==> src/rtl/dtc_pkg.sv <==
/*
 * Package for the dual timer/counter: register offsets, field positions,
 * reset values, modes and the clock divide ratio.
 * Assumes a 32-bit APB slave with one register per aligned word.
 */
package dtc_pkg;
    // Register byte offsets
    localparam logic [7:0] ADDR_MODE = 8'h00;
    localparam logic [7:0] ADDR_FREQ = 8'h04;
    localparam logic [7:0] ADDR_CTRL = 8'h08;
    localparam logic [7:0] ADDR_A_LOW = 8'h0C;
    localparam logic [7:0] ADDR_A_HIGH = 8'h10;
    localparam logic [7:0] ADDR_B_LOW = 8'h14;
    localparam logic [7:0] ADDR_B_HIGH = 8'h18;
    // Mode register fields
    localparam int MODE_A_LSB = 0;
    localparam int MODE_A_SEL = 2;
    localparam int MODE_B_LSB = 4;
    localparam int MODE_B_SEL = 6;
    localparam logic [7:0] MODE_MASK = 8'h77;
    // Frequency control fields
    localparam int FREQ_A_DIV = 0;
    localparam int FREQ_B_DIV = 1;
    localparam logic [7:0] FREQ_MASK = 8'h03;
    // Control register fields
    localparam int CTRL_A_RUN = 0;
    localparam int CTRL_A_OVF = 1;
    localparam int CTRL_B_RUN = 2;
    localparam int CTRL_B_OVF = 3;
    localparam logic [7:0] CTRL_MASK = 8'h0F;
    localparam logic [7:0] RESET_BYTE = 8'h00;
    localparam logic [7:0] MASK_13_LOW = 8'h1F;
    localparam logic [7:0] BYTE_ONES = 8'hFF;
    localparam int DIV_RATIO = 12;
    localparam logic [3:0] DIV_LAST = 4'(DIV_RATIO - 1);

    typedef enum logic [1:0] {
        MODE_13BIT,
        MODE_16BIT,
        MODE_RELOAD,
        MODE_SPLIT
    } dtc_mode_t;

    typedef struct packed {
        logic [7:0] high;
        logic [7:0] low;
    } dtc_count_t;
endpackage : dtc_pkg

==> src/rtl/dtc_timer.sv <==
/*
 * Two timer/counters, A and B, with 13-bit, 16-bit, 8-bit reload and
 * (timer A only) split modes, behind an APB slave.
 * Assumes count pins are asynchronous and the overflow flags are cleared
 * by software or by the interrupt controller's acknowledge pulses.
 */
`timescale 1ns/1ps
`default_nettype none

module dtc_timer
    import dtc_pkg::*;
(
    input wire logic MCLK_IN,
    input wire logic RST_IN,
    input wire logic PSEL_IN,
    input wire logic PENABLE_IN,
    input wire logic PWRITE_IN,
    input wire logic [7:0] PADDR_IN,
    input wire logic [31:0] PWDATA_IN,
    input wire logic [3:0] PSTRB_IN,
    output logic [31:0] PRDATA_OUT,
    output logic PREADY_OUT,
    output logic PSLVERR_OUT,
    input wire logic TIMER_A_COUNT_PIN_IN,
    input wire logic TIMER_B_COUNT_PIN_IN,
    input wire logic TIMER_A_INT_ENABLE_IN,
    input wire logic TIMER_B_INT_ENABLE_IN,
    input wire logic TIMER_A_ACK_IN,
    input wire logic TIMER_B_ACK_IN,
    output logic TIMER_A_IRQ_OUT,
    output logic TIMER_B_IRQ_OUT
);
    logic [7:0] mode_q;
    logic [7:0] freq_q;
    logic timer_a_run_q;
    logic timer_b_run_q;
    logic timer_a_overflow_flag_q;
    logic timer_b_overflow_flag_q;
    dtc_count_t cnt_a_q, cnt_a_d;
    dtc_count_t cnt_b_q, cnt_b_d;
    logic [3:0] div_q;
    logic tick12;
    logic [2:0] pin_a_q, pin_b_q;
    logic pin_a_lvl_q, pin_b_lvl_q;
    logic fall_a, fall_b;
    logic ovf_a, ovf_b, ovf_split;
    logic wr_en, lane0;
    logic [31:0] rdata_d;
    logic rd_err;

    dtc_mode_t mode_a, mode_b;
    logic tick_a, tick_b, tick_ah, b_enabled;

    assign mode_a = dtc_mode_t'(mode_q[MODE_A_LSB +: 2]);
    assign mode_b = dtc_mode_t'(mode_q[MODE_B_LSB +: 2]);

    // Prescaler for the divided clock
    always_ff @(posedge MCLK_IN) begin
        if (RST_IN || div_q == DIV_LAST) begin
            div_q <= '0;
        end else begin
            div_q <= div_q + 4'h1;
        end
    end
    assign tick12 = (div_q == DIV_LAST);

    // Count pins: three-stage sync, level accepted when stages 2 and 3 agree
    always_ff @(posedge MCLK_IN) begin
        if (RST_IN) begin
            pin_a_q <= 3'h7;
            pin_b_q <= 3'h7;
            pin_a_lvl_q <= 1'b1;
            pin_b_lvl_q <= 1'b1;
        end else begin
            pin_a_q <= {pin_a_q[1:0], TIMER_A_COUNT_PIN_IN};
            pin_b_q <= {pin_b_q[1:0], TIMER_B_COUNT_PIN_IN};
            if (pin_a_q[1] == pin_a_q[2]) begin
                pin_a_lvl_q <= pin_a_q[2];
            end
            if (pin_b_q[1] == pin_b_q[2]) begin
                pin_b_lvl_q <= pin_b_q[2];
            end
        end
    end
    assign fall_a = pin_a_lvl_q && (pin_a_q[1] == pin_a_q[2]) && !pin_a_q[2];
    assign fall_b = pin_b_lvl_q && (pin_b_q[1] == pin_b_q[2]) && !pin_b_q[2];

    // Count sources
    always_comb begin
        if (mode_q[MODE_A_SEL]) begin
            tick_a = fall_a;
        end else begin
            tick_a = freq_q[FREQ_A_DIV] ? 1'b1 : tick12;
        end
        if (mode_q[MODE_B_SEL]) begin
            tick_b = fall_b;
        end else begin
            tick_b = freq_q[FREQ_B_DIV] ? 1'b1 : tick12;
        end
        // Split high byte counts the internal clock only, divided unless FREQ_A_DIV is set
        tick_ah = freq_q[FREQ_A_DIV] ? 1'b1 : tick12;
        b_enabled = timer_b_run_q && (mode_a != MODE_SPLIT)
            && (mode_b != MODE_SPLIT);
    end

    // Timer A counting
    always_comb begin
        cnt_a_d = cnt_a_q;
        ovf_a = 1'b0;
        ovf_split = 1'b0;
        if (timer_a_run_q && tick_a) begin
            case (mode_a)
                MODE_13BIT: begin
                    if ((cnt_a_q.low & MASK_13_LOW) == MASK_13_LOW) begin
                        cnt_a_d.low = cnt_a_q.low & ~MASK_13_LOW;
                        cnt_a_d.high = cnt_a_q.high + 8'h01;
                        ovf_a = (cnt_a_q.high == BYTE_ONES);
                    end else begin
                        cnt_a_d.low = cnt_a_q.low + 8'h01;
                    end
                end
                MODE_16BIT: begin
                    {cnt_a_d.high, cnt_a_d.low} = {cnt_a_q.high, cnt_a_q.low}
                        + 16'h0001;
                    ovf_a = (cnt_a_q == {BYTE_ONES, BYTE_ONES});
                end
                MODE_RELOAD: begin
                    if (cnt_a_q.low == BYTE_ONES) begin
                        cnt_a_d.low = cnt_a_q.high;
                        ovf_a = 1'b1;
                    end else begin
                        cnt_a_d.low = cnt_a_q.low + 8'h01;
                    end
                end
                default: begin
                    cnt_a_d.low = cnt_a_q.low + 8'h01;
                    ovf_a = (cnt_a_q.low == BYTE_ONES);
                end
            endcase
        end
        if (mode_a == MODE_SPLIT && timer_b_run_q && tick_ah) begin
            cnt_a_d.high = cnt_a_q.high + 8'h01;
            ovf_split = (cnt_a_q.high == BYTE_ONES);
        end
    end

    // Timer B counting
    always_comb begin
        cnt_b_d = cnt_b_q;
        ovf_b = 1'b0;
        if (b_enabled && tick_b) begin
            case (mode_b)
                MODE_13BIT: begin
                    if ((cnt_b_q.low & MASK_13_LOW) == MASK_13_LOW) begin
                        cnt_b_d.low = cnt_b_q.low & ~MASK_13_LOW;
                        cnt_b_d.high = cnt_b_q.high + 8'h01;
                        ovf_b = (cnt_b_q.high == BYTE_ONES);
                    end else begin
                        cnt_b_d.low = cnt_b_q.low + 8'h01;
                    end
                end
                MODE_16BIT: begin
                    {cnt_b_d.high, cnt_b_d.low} = {cnt_b_q.high, cnt_b_q.low}
                        + 16'h0001;
                    ovf_b = (cnt_b_q == {BYTE_ONES, BYTE_ONES});
                end
                MODE_RELOAD: begin
                    if (cnt_b_q.low == BYTE_ONES) begin
                        cnt_b_d.low = cnt_b_q.high;
                        ovf_b = 1'b1;
                    end else begin
                        cnt_b_d.low = cnt_b_q.low + 8'h01;
                    end
                end
                default: begin
                    cnt_b_d = cnt_b_q;
                end
            endcase
        end
    end

    // APB decode; zero wait states
    assign wr_en = PSEL_IN && PENABLE_IN && PWRITE_IN;
    assign lane0 = PSTRB_IN[0];

    // Counter registers: bus write takes priority over counting
    always_ff @(posedge MCLK_IN) begin
        if (RST_IN) begin
            cnt_a_q <= '0;
            cnt_b_q <= '0;
        end else begin
            cnt_a_q <= cnt_a_d;
            cnt_b_q <= cnt_b_d;
            if (wr_en && lane0) begin
                if (PADDR_IN == ADDR_A_LOW) begin
                    cnt_a_q.low <= PWDATA_IN[7:0];
                end else if (PADDR_IN == ADDR_A_HIGH) begin
                    cnt_a_q.high <= PWDATA_IN[7:0];
                end else if (PADDR_IN == ADDR_B_LOW) begin
                    cnt_b_q.low <= PWDATA_IN[7:0];
                end else if (PADDR_IN == ADDR_B_HIGH) begin
                    cnt_b_q.high <= PWDATA_IN[7:0];
                end
            end
        end
    end

    // Configuration and control bits
    always_ff @(posedge MCLK_IN) begin
        if (RST_IN) begin
            mode_q <= RESET_BYTE;
            freq_q <= RESET_BYTE;
            timer_a_run_q <= 1'b0;
            timer_b_run_q <= 1'b0;
        end else if (wr_en && lane0) begin
            if (PADDR_IN == ADDR_MODE) begin
                mode_q <= PWDATA_IN[7:0] & MODE_MASK;
            end else if (PADDR_IN == ADDR_FREQ) begin
                freq_q <= PWDATA_IN[7:0] & FREQ_MASK;
            end else if (PADDR_IN == ADDR_CTRL) begin
                timer_a_run_q <= PWDATA_IN[CTRL_A_RUN];
                timer_b_run_q <= PWDATA_IN[CTRL_B_RUN];
            end
        end
    end

    // Overflow flags: set wins over any clear
    always_ff @(posedge MCLK_IN) begin
        if (RST_IN) begin
            timer_a_overflow_flag_q <= 1'b0;
            timer_b_overflow_flag_q <= 1'b0;
        end else begin
            if (ovf_a) begin
                timer_a_overflow_flag_q <= 1'b1;
            end else if (TIMER_A_ACK_IN || (wr_en && lane0
                    && PADDR_IN == ADDR_CTRL)) begin
                timer_a_overflow_flag_q <= TIMER_A_ACK_IN ? 1'b0
                    : PWDATA_IN[CTRL_A_OVF];
            end
            if (ovf_b || ovf_split) begin
                timer_b_overflow_flag_q <= 1'b1;
            end else if (TIMER_B_ACK_IN || (wr_en && lane0
                    && PADDR_IN == ADDR_CTRL)) begin
                timer_b_overflow_flag_q <= TIMER_B_ACK_IN ? 1'b0
                    : PWDATA_IN[CTRL_B_OVF];
            end
        end
    end

    // Read mux
    always_comb begin
        rdata_d = '0;
        rd_err = 1'b0;
        if (PADDR_IN == ADDR_MODE) begin
            rdata_d[7:0] = mode_q;
        end else if (PADDR_IN == ADDR_FREQ) begin
            rdata_d[7:0] = freq_q;
        end else if (PADDR_IN == ADDR_CTRL) begin
            rdata_d[CTRL_A_RUN] = timer_a_run_q;
            rdata_d[CTRL_A_OVF] = timer_a_overflow_flag_q;
            rdata_d[CTRL_B_RUN] = timer_b_run_q;
            rdata_d[CTRL_B_OVF] = timer_b_overflow_flag_q;
        end else if (PADDR_IN == ADDR_A_LOW) begin
            rdata_d[7:0] = cnt_a_q.low;
        end else if (PADDR_IN == ADDR_A_HIGH) begin
            rdata_d[7:0] = cnt_a_q.high;
        end else if (PADDR_IN == ADDR_B_LOW) begin
            rdata_d[7:0] = cnt_b_q.low;
        end else if (PADDR_IN == ADDR_B_HIGH) begin
            rdata_d[7:0] = cnt_b_q.high;
        end else begin
            rd_err = 1'b1;
        end
    end

    // Registered APB answer and interrupt outputs
    always_ff @(posedge MCLK_IN) begin
        if (RST_IN) begin
            PRDATA_OUT <= '0;
            PREADY_OUT <= 1'b0;
            PSLVERR_OUT <= 1'b0;
            TIMER_A_IRQ_OUT <= 1'b0;
            TIMER_B_IRQ_OUT <= 1'b0;
        end else begin
            PREADY_OUT <= PSEL_IN && !PENABLE_IN;
            PSLVERR_OUT <= PSEL_IN && !PENABLE_IN && rd_err;
            PRDATA_OUT <= (PSEL_IN && !PENABLE_IN && !PWRITE_IN) ? rdata_d
                : '0;
            TIMER_A_IRQ_OUT <= timer_a_overflow_flag_q
                && TIMER_A_INT_ENABLE_IN;
            TIMER_B_IRQ_OUT <= timer_b_overflow_flag_q
                && TIMER_B_INT_ENABLE_IN;
        end
    end
endmodule : dtc_timer

`default_nettype wire
==> config.mk <==
export PLATFORM = sky130hd
export DESIGN_NAME = dtc_timer
export DESIGN_NICKNAME = d
export VERILOG_FILES = /design/src/rtl/dtc_pkg.sv /design/src/rtl/dtc_timer.sv
export SDC_FILE = /design/constraint.sdc
export NUM_CORES = 1
export LEC_CHECK = 0
export ABC_CLOCK_PERIOD_IN_PS = 2000
export BUFFER_PORTS_ARGS = -buffer_cell sky130_fd_sc_hd__buf_2
export CAP_MARGIN = 5
export CORE_AREA = 3 3 112 92
export CTS_CLUSTER_DIAMETER = 50
export DETAILED_ROUTE_END_ITERATION = 12
export DIE_AREA = 0 0 115 95
export PLACE_DENSITY_LB_ADDON = 0.08
export SYNTH_ARGS = -nofsm -noshare
export SYNTH_HDL_FRONTEND = slang
export SYNTH_SLANG_ARGS = --single-unit
==> constraint.sdc <==
create_clock -name MCLK_IN -period 2 [get_ports MCLK_IN]
set_input_delay 0.2 -clock MCLK_IN [delete_from_list [all_inputs] [get_ports MCLK_IN]]
set_output_delay 0.2 -clock MCLK_IN [all_outputs]
set_load 0.01 [all_outputs]
==> metrics.md <==
| Metric | Value |
|---|---|
| Initial antenna violation count | 0 |
| Drt total wl | 17300 um |
| CP max stage cell | dfxtp_2 |
| Setup crit start kind | flip-flop |
| Critical path class | reg -> reg |
| Register area share after synthesis | 29.6% |
| Finished Cell Area | 6030 um^2 |
| CP top delay family | simple AND/OR/NAND/NOR gates |
| Worst path arrival time | 2.31 ns |
| Ys async rst share | 0% |
| Largest net degree at the start of global routing | 41 |
| Clock Skew | 0.00796 ns |
| Failing checks | negative setup slack |
| First-pass GRT wire length | 25800 um |
| CP Capture Type | flip-flop |
| PwrDens | 554 nW/um^2 |
| Final min period | 2.06 ns |
| Total Die Area | 10900 um^2 |
| Fin. Hold Viols | 0 |
| Die height | 95 um |
| RSZ-0062 raised after global routing | yes |
| Post-synth EDFFs | 0 |
| Initial Util | 50.3% |
| DP Worst Slack | -0.117 ns |
| Post-synth top flop | dfxtp_1 |
| IO buf count | 39 |
| Synthesized netlist cell count | 581 |
| Worst-path clk slew | 0.06 ns |
| Syn_area_per_cell | 7.93 um^2 |
| Leakage power | 0.00232 uW |
| Hold crit path type | in -> reg |
| Final setup margin | -0.0593 ns |
| IO Pins | 91 |
| Max-cap violations | 0 |
| Synth area leader | dfxtp_1 |
| Fmax | 486 MHz |
| Max-slew violations | 0 |
| GRT overflow | 0 |
| Drt wl/cell | 21.2 um |
| Status | finished, violations left |
| CTS root buffer | clkbuf_16 |
| Routed Antenna Nets | 0 |
| Die width | 115 um |
| FP Rows | 31 |
| Fin crit share | 103% |
| Initial DRT Pass Iterations | 5 |
| Vias in the first global route | 4707 |
| Crit Path Max Fanout | 4 |
| Synth top area share | 29.6% |
| Worst-Skew Late Latency | 0.34 ns |
| Final Power | 3340 uW |
| Worst path max stage delay | 0.35 ns |
| Filler Cells Inserted | 793 |
| Post-DP HPWL | 12700 um |
| Most frequent cell after synthesis | dfxtp_1 |
| Share of cells above drive strength 1 | 32.0% |
| Top post-synthesis cells by count | 68 x dfxtp_1, 57 x nor2_1, 35 x nand2_1 |
| Core area | 9150 um^2 |
| Unique masters post-synth | 75 |
| CTS Hold Bufs | 0 |
| Diodes inserted | 0 |
| TritonCTS clock tree | done |
| Final setup viols | 2 |
| Most used cell, CP | ha_4 |
| Clock sinks | 68 |
| Worst rel slew slack | 61.0% |
| Cts bufs inserted | 9 |
| Worst vdd rail ir drop | 0.444 mV |
| Worst EP required | 2.25 ns |
| Tot GR Track Use | 30.8% |
| Synth area leaders | dfxtp_1 30%, nor2_1 4.6%, buf_4 3.9% |
| Worst-path cell chain | ha_4, nand3_4, inv_4, ha_4, nor2b_4, a41oi_2, o31a_1, or3_1, a311oi_2 |
| Flops & latches, synth | 68 |
| Htree depth | 3 |
| Via density | 6.40 |
| Layout Area Growth over Synthesis | 30.9% |
| DRC viols | 0 |
| Via count | 5235 |
| Yosys Warn Count | 0 |
| Starting DRT DRC Count | 733 |
| Max Root-Sink Buffers | 2 |
| Synth Cell Area | 4610 um^2 |
| Final GP Congestion | 0.970 |
| Post-DP Area | 5480 um^2 |
| Worst path bufs/invs | 1 |
| Worst-Margin Slew | 0.584 ns |
| Final Net Count | 760 |
[routing by layer]
layer | part of all wire, % | GRT usage [%]
met3 | 11 | 9.22
met5 | 0 | 0
met2 | 42 | 44.2
met4 | 2.7 | 8.70
met1 | 45 | 44.4
[worst paths after layout]
kind	from	slack [ns]	endpoint	depth (start not counted)
hold / removal	TIMER_B_COUNT_PIN_IN	0.04	pin_b_q[0]	2
setup / recovery	cnt_a_q[0]	-0.06	cnt_a_q[12]	9
setup reg to reg	cnt_a_q[0]	-0.06	cnt_a_q[12]	9
hold reg to reg	pin_a_q[0]	0.41	pin_a_q[1]	1
[per-stage QoR]
| stage | hold slack [ns] | instances | utilization (%) | TNS [ns] |
|---|---|---|---|---|
| after floorplan | 0.304 | 604 | - | 0 |
| after global placement | 0.386 | 795 | 59.8 | -0.353 |
| after detailed placement | 0.386 | 795 | 59.8 | -0.645 |
| after CTS | 0.0334 | 815 | 63.9 | -0.0703 |
| after global routing | 0.0424 | 818 | 65.8 | -0.879 |
| final | 0.0420 | 818 | 65.8 | -0.0599 |
[worst register-to-register path: stages (launching register included)]
cell and delay [ns]:
dfxtp_2 0.35, ha_4 0.17, nand3_4 0.10, inv_4 0.08
ha_4 0.15, nor2b_4 0.17, a41oi_2 0.07, o31a_1 0.33
or3_1 0.35, a311oi_2 0.22
[sequential cells by signal, indices dropped and copies added, names as in the netlist, 2 cells and up]
| signal | cells |
|---|---|
| PRDATA_OUT | 8 |
| freq_q | 2 |
| mode_q | 6 |
| pin_a_q | 3 |
| cnt_b_q | 16 |
| div_q | 4 |
| cnt_a_q | 16 |
| pin_b_q | 3 |
[power by group]
part           switching (uW)  internal, uW  leakage (uW)
combinational             174          99.2       0.00162
clock                     691           988      0.000145
sequential               12.8          1370      0.000552
total                     878          2460       0.00232
[cell type report]
type | instances | area, um^2 | area share, %
clock buffers | 9 | 225 | 3.74
clock inverters | 7 | 82.6 | 1.37
inverters | 13 | 51.3 | 0.851
multi-input cells | 461 | 3160 | 52.4
flip-flops and latches | 68 | 1370 | 22.7
well taps | 115 | 144 | 2.39
repair buffers | 145 | 998 | 16.6
[cell families (layout without fill, tap and decap cells)]
| logic type | count (synthesis) | in the layout | share of synthesized area (%) |
|---|---|---|---|
| other cells | 1 | 24 | 0.0814 |
| flops | 68 | 68 | 29.6 |
| fa+ha+maj | 7 | 7 | 1.90 |
| mux | 17 | 17 | 3.72 |
| simple gates | 245 | 245 | 30.2 |
| xor+xnor | 8 | 8 | 1.52 |
| compound gates | 160 | 160 | 24.7 |
| buf+inv | 75 | 174 | 8.34 |
[layout by cell type (no fill, tap or decap), types with 6 or more instances in the layout]
| master | netlist | routed |
|---|---|---|
| nand2_1 | 35 | 35 |
| mux2i_1 | 16 | 16 |
| inv_1 | 13 | 12 |
| o21bai_1 | 6 | 6 |
| nor4_1 | 9 | 7 |
| a211oi_1 | 13 | 12 |
| dfxtp_1 | 68 | 64 |
| clkbuf_16 | 0 | 9 |
| a21oi_1 | 28 | 28 |
| buf_2 | 4 | 39 |
| nor3_1 | 16 | 13 |
| and4_1 | 8 | 7 |
| nand4_1 | 13 | 13 |
| or3_1 | 10 | 10 |
| nand3_1 | 25 | 24 |
| nor2b_1 | 8 | 7 |
| conb_1 | 1 | 24 |
| o21ai_0 | 25 | 25 |
| buf_4 | 24 | 104 |
| nor2_1 | 57 | 56 |
| a311oi_1 | 10 | 6 |
| and3_1 | 13 | 13 |
| a31oi_1 | 18 | 18 |
| or2_2 | 10 | 10 |
[timing repair]
action | CTS | global route
setup buffers | 4 | 3
endpoints found under the setup margin | 11 | 22
gates resized for setup | 7 | 29
pin swaps | 9 | 10
Power figures use the tool's default switching activity.
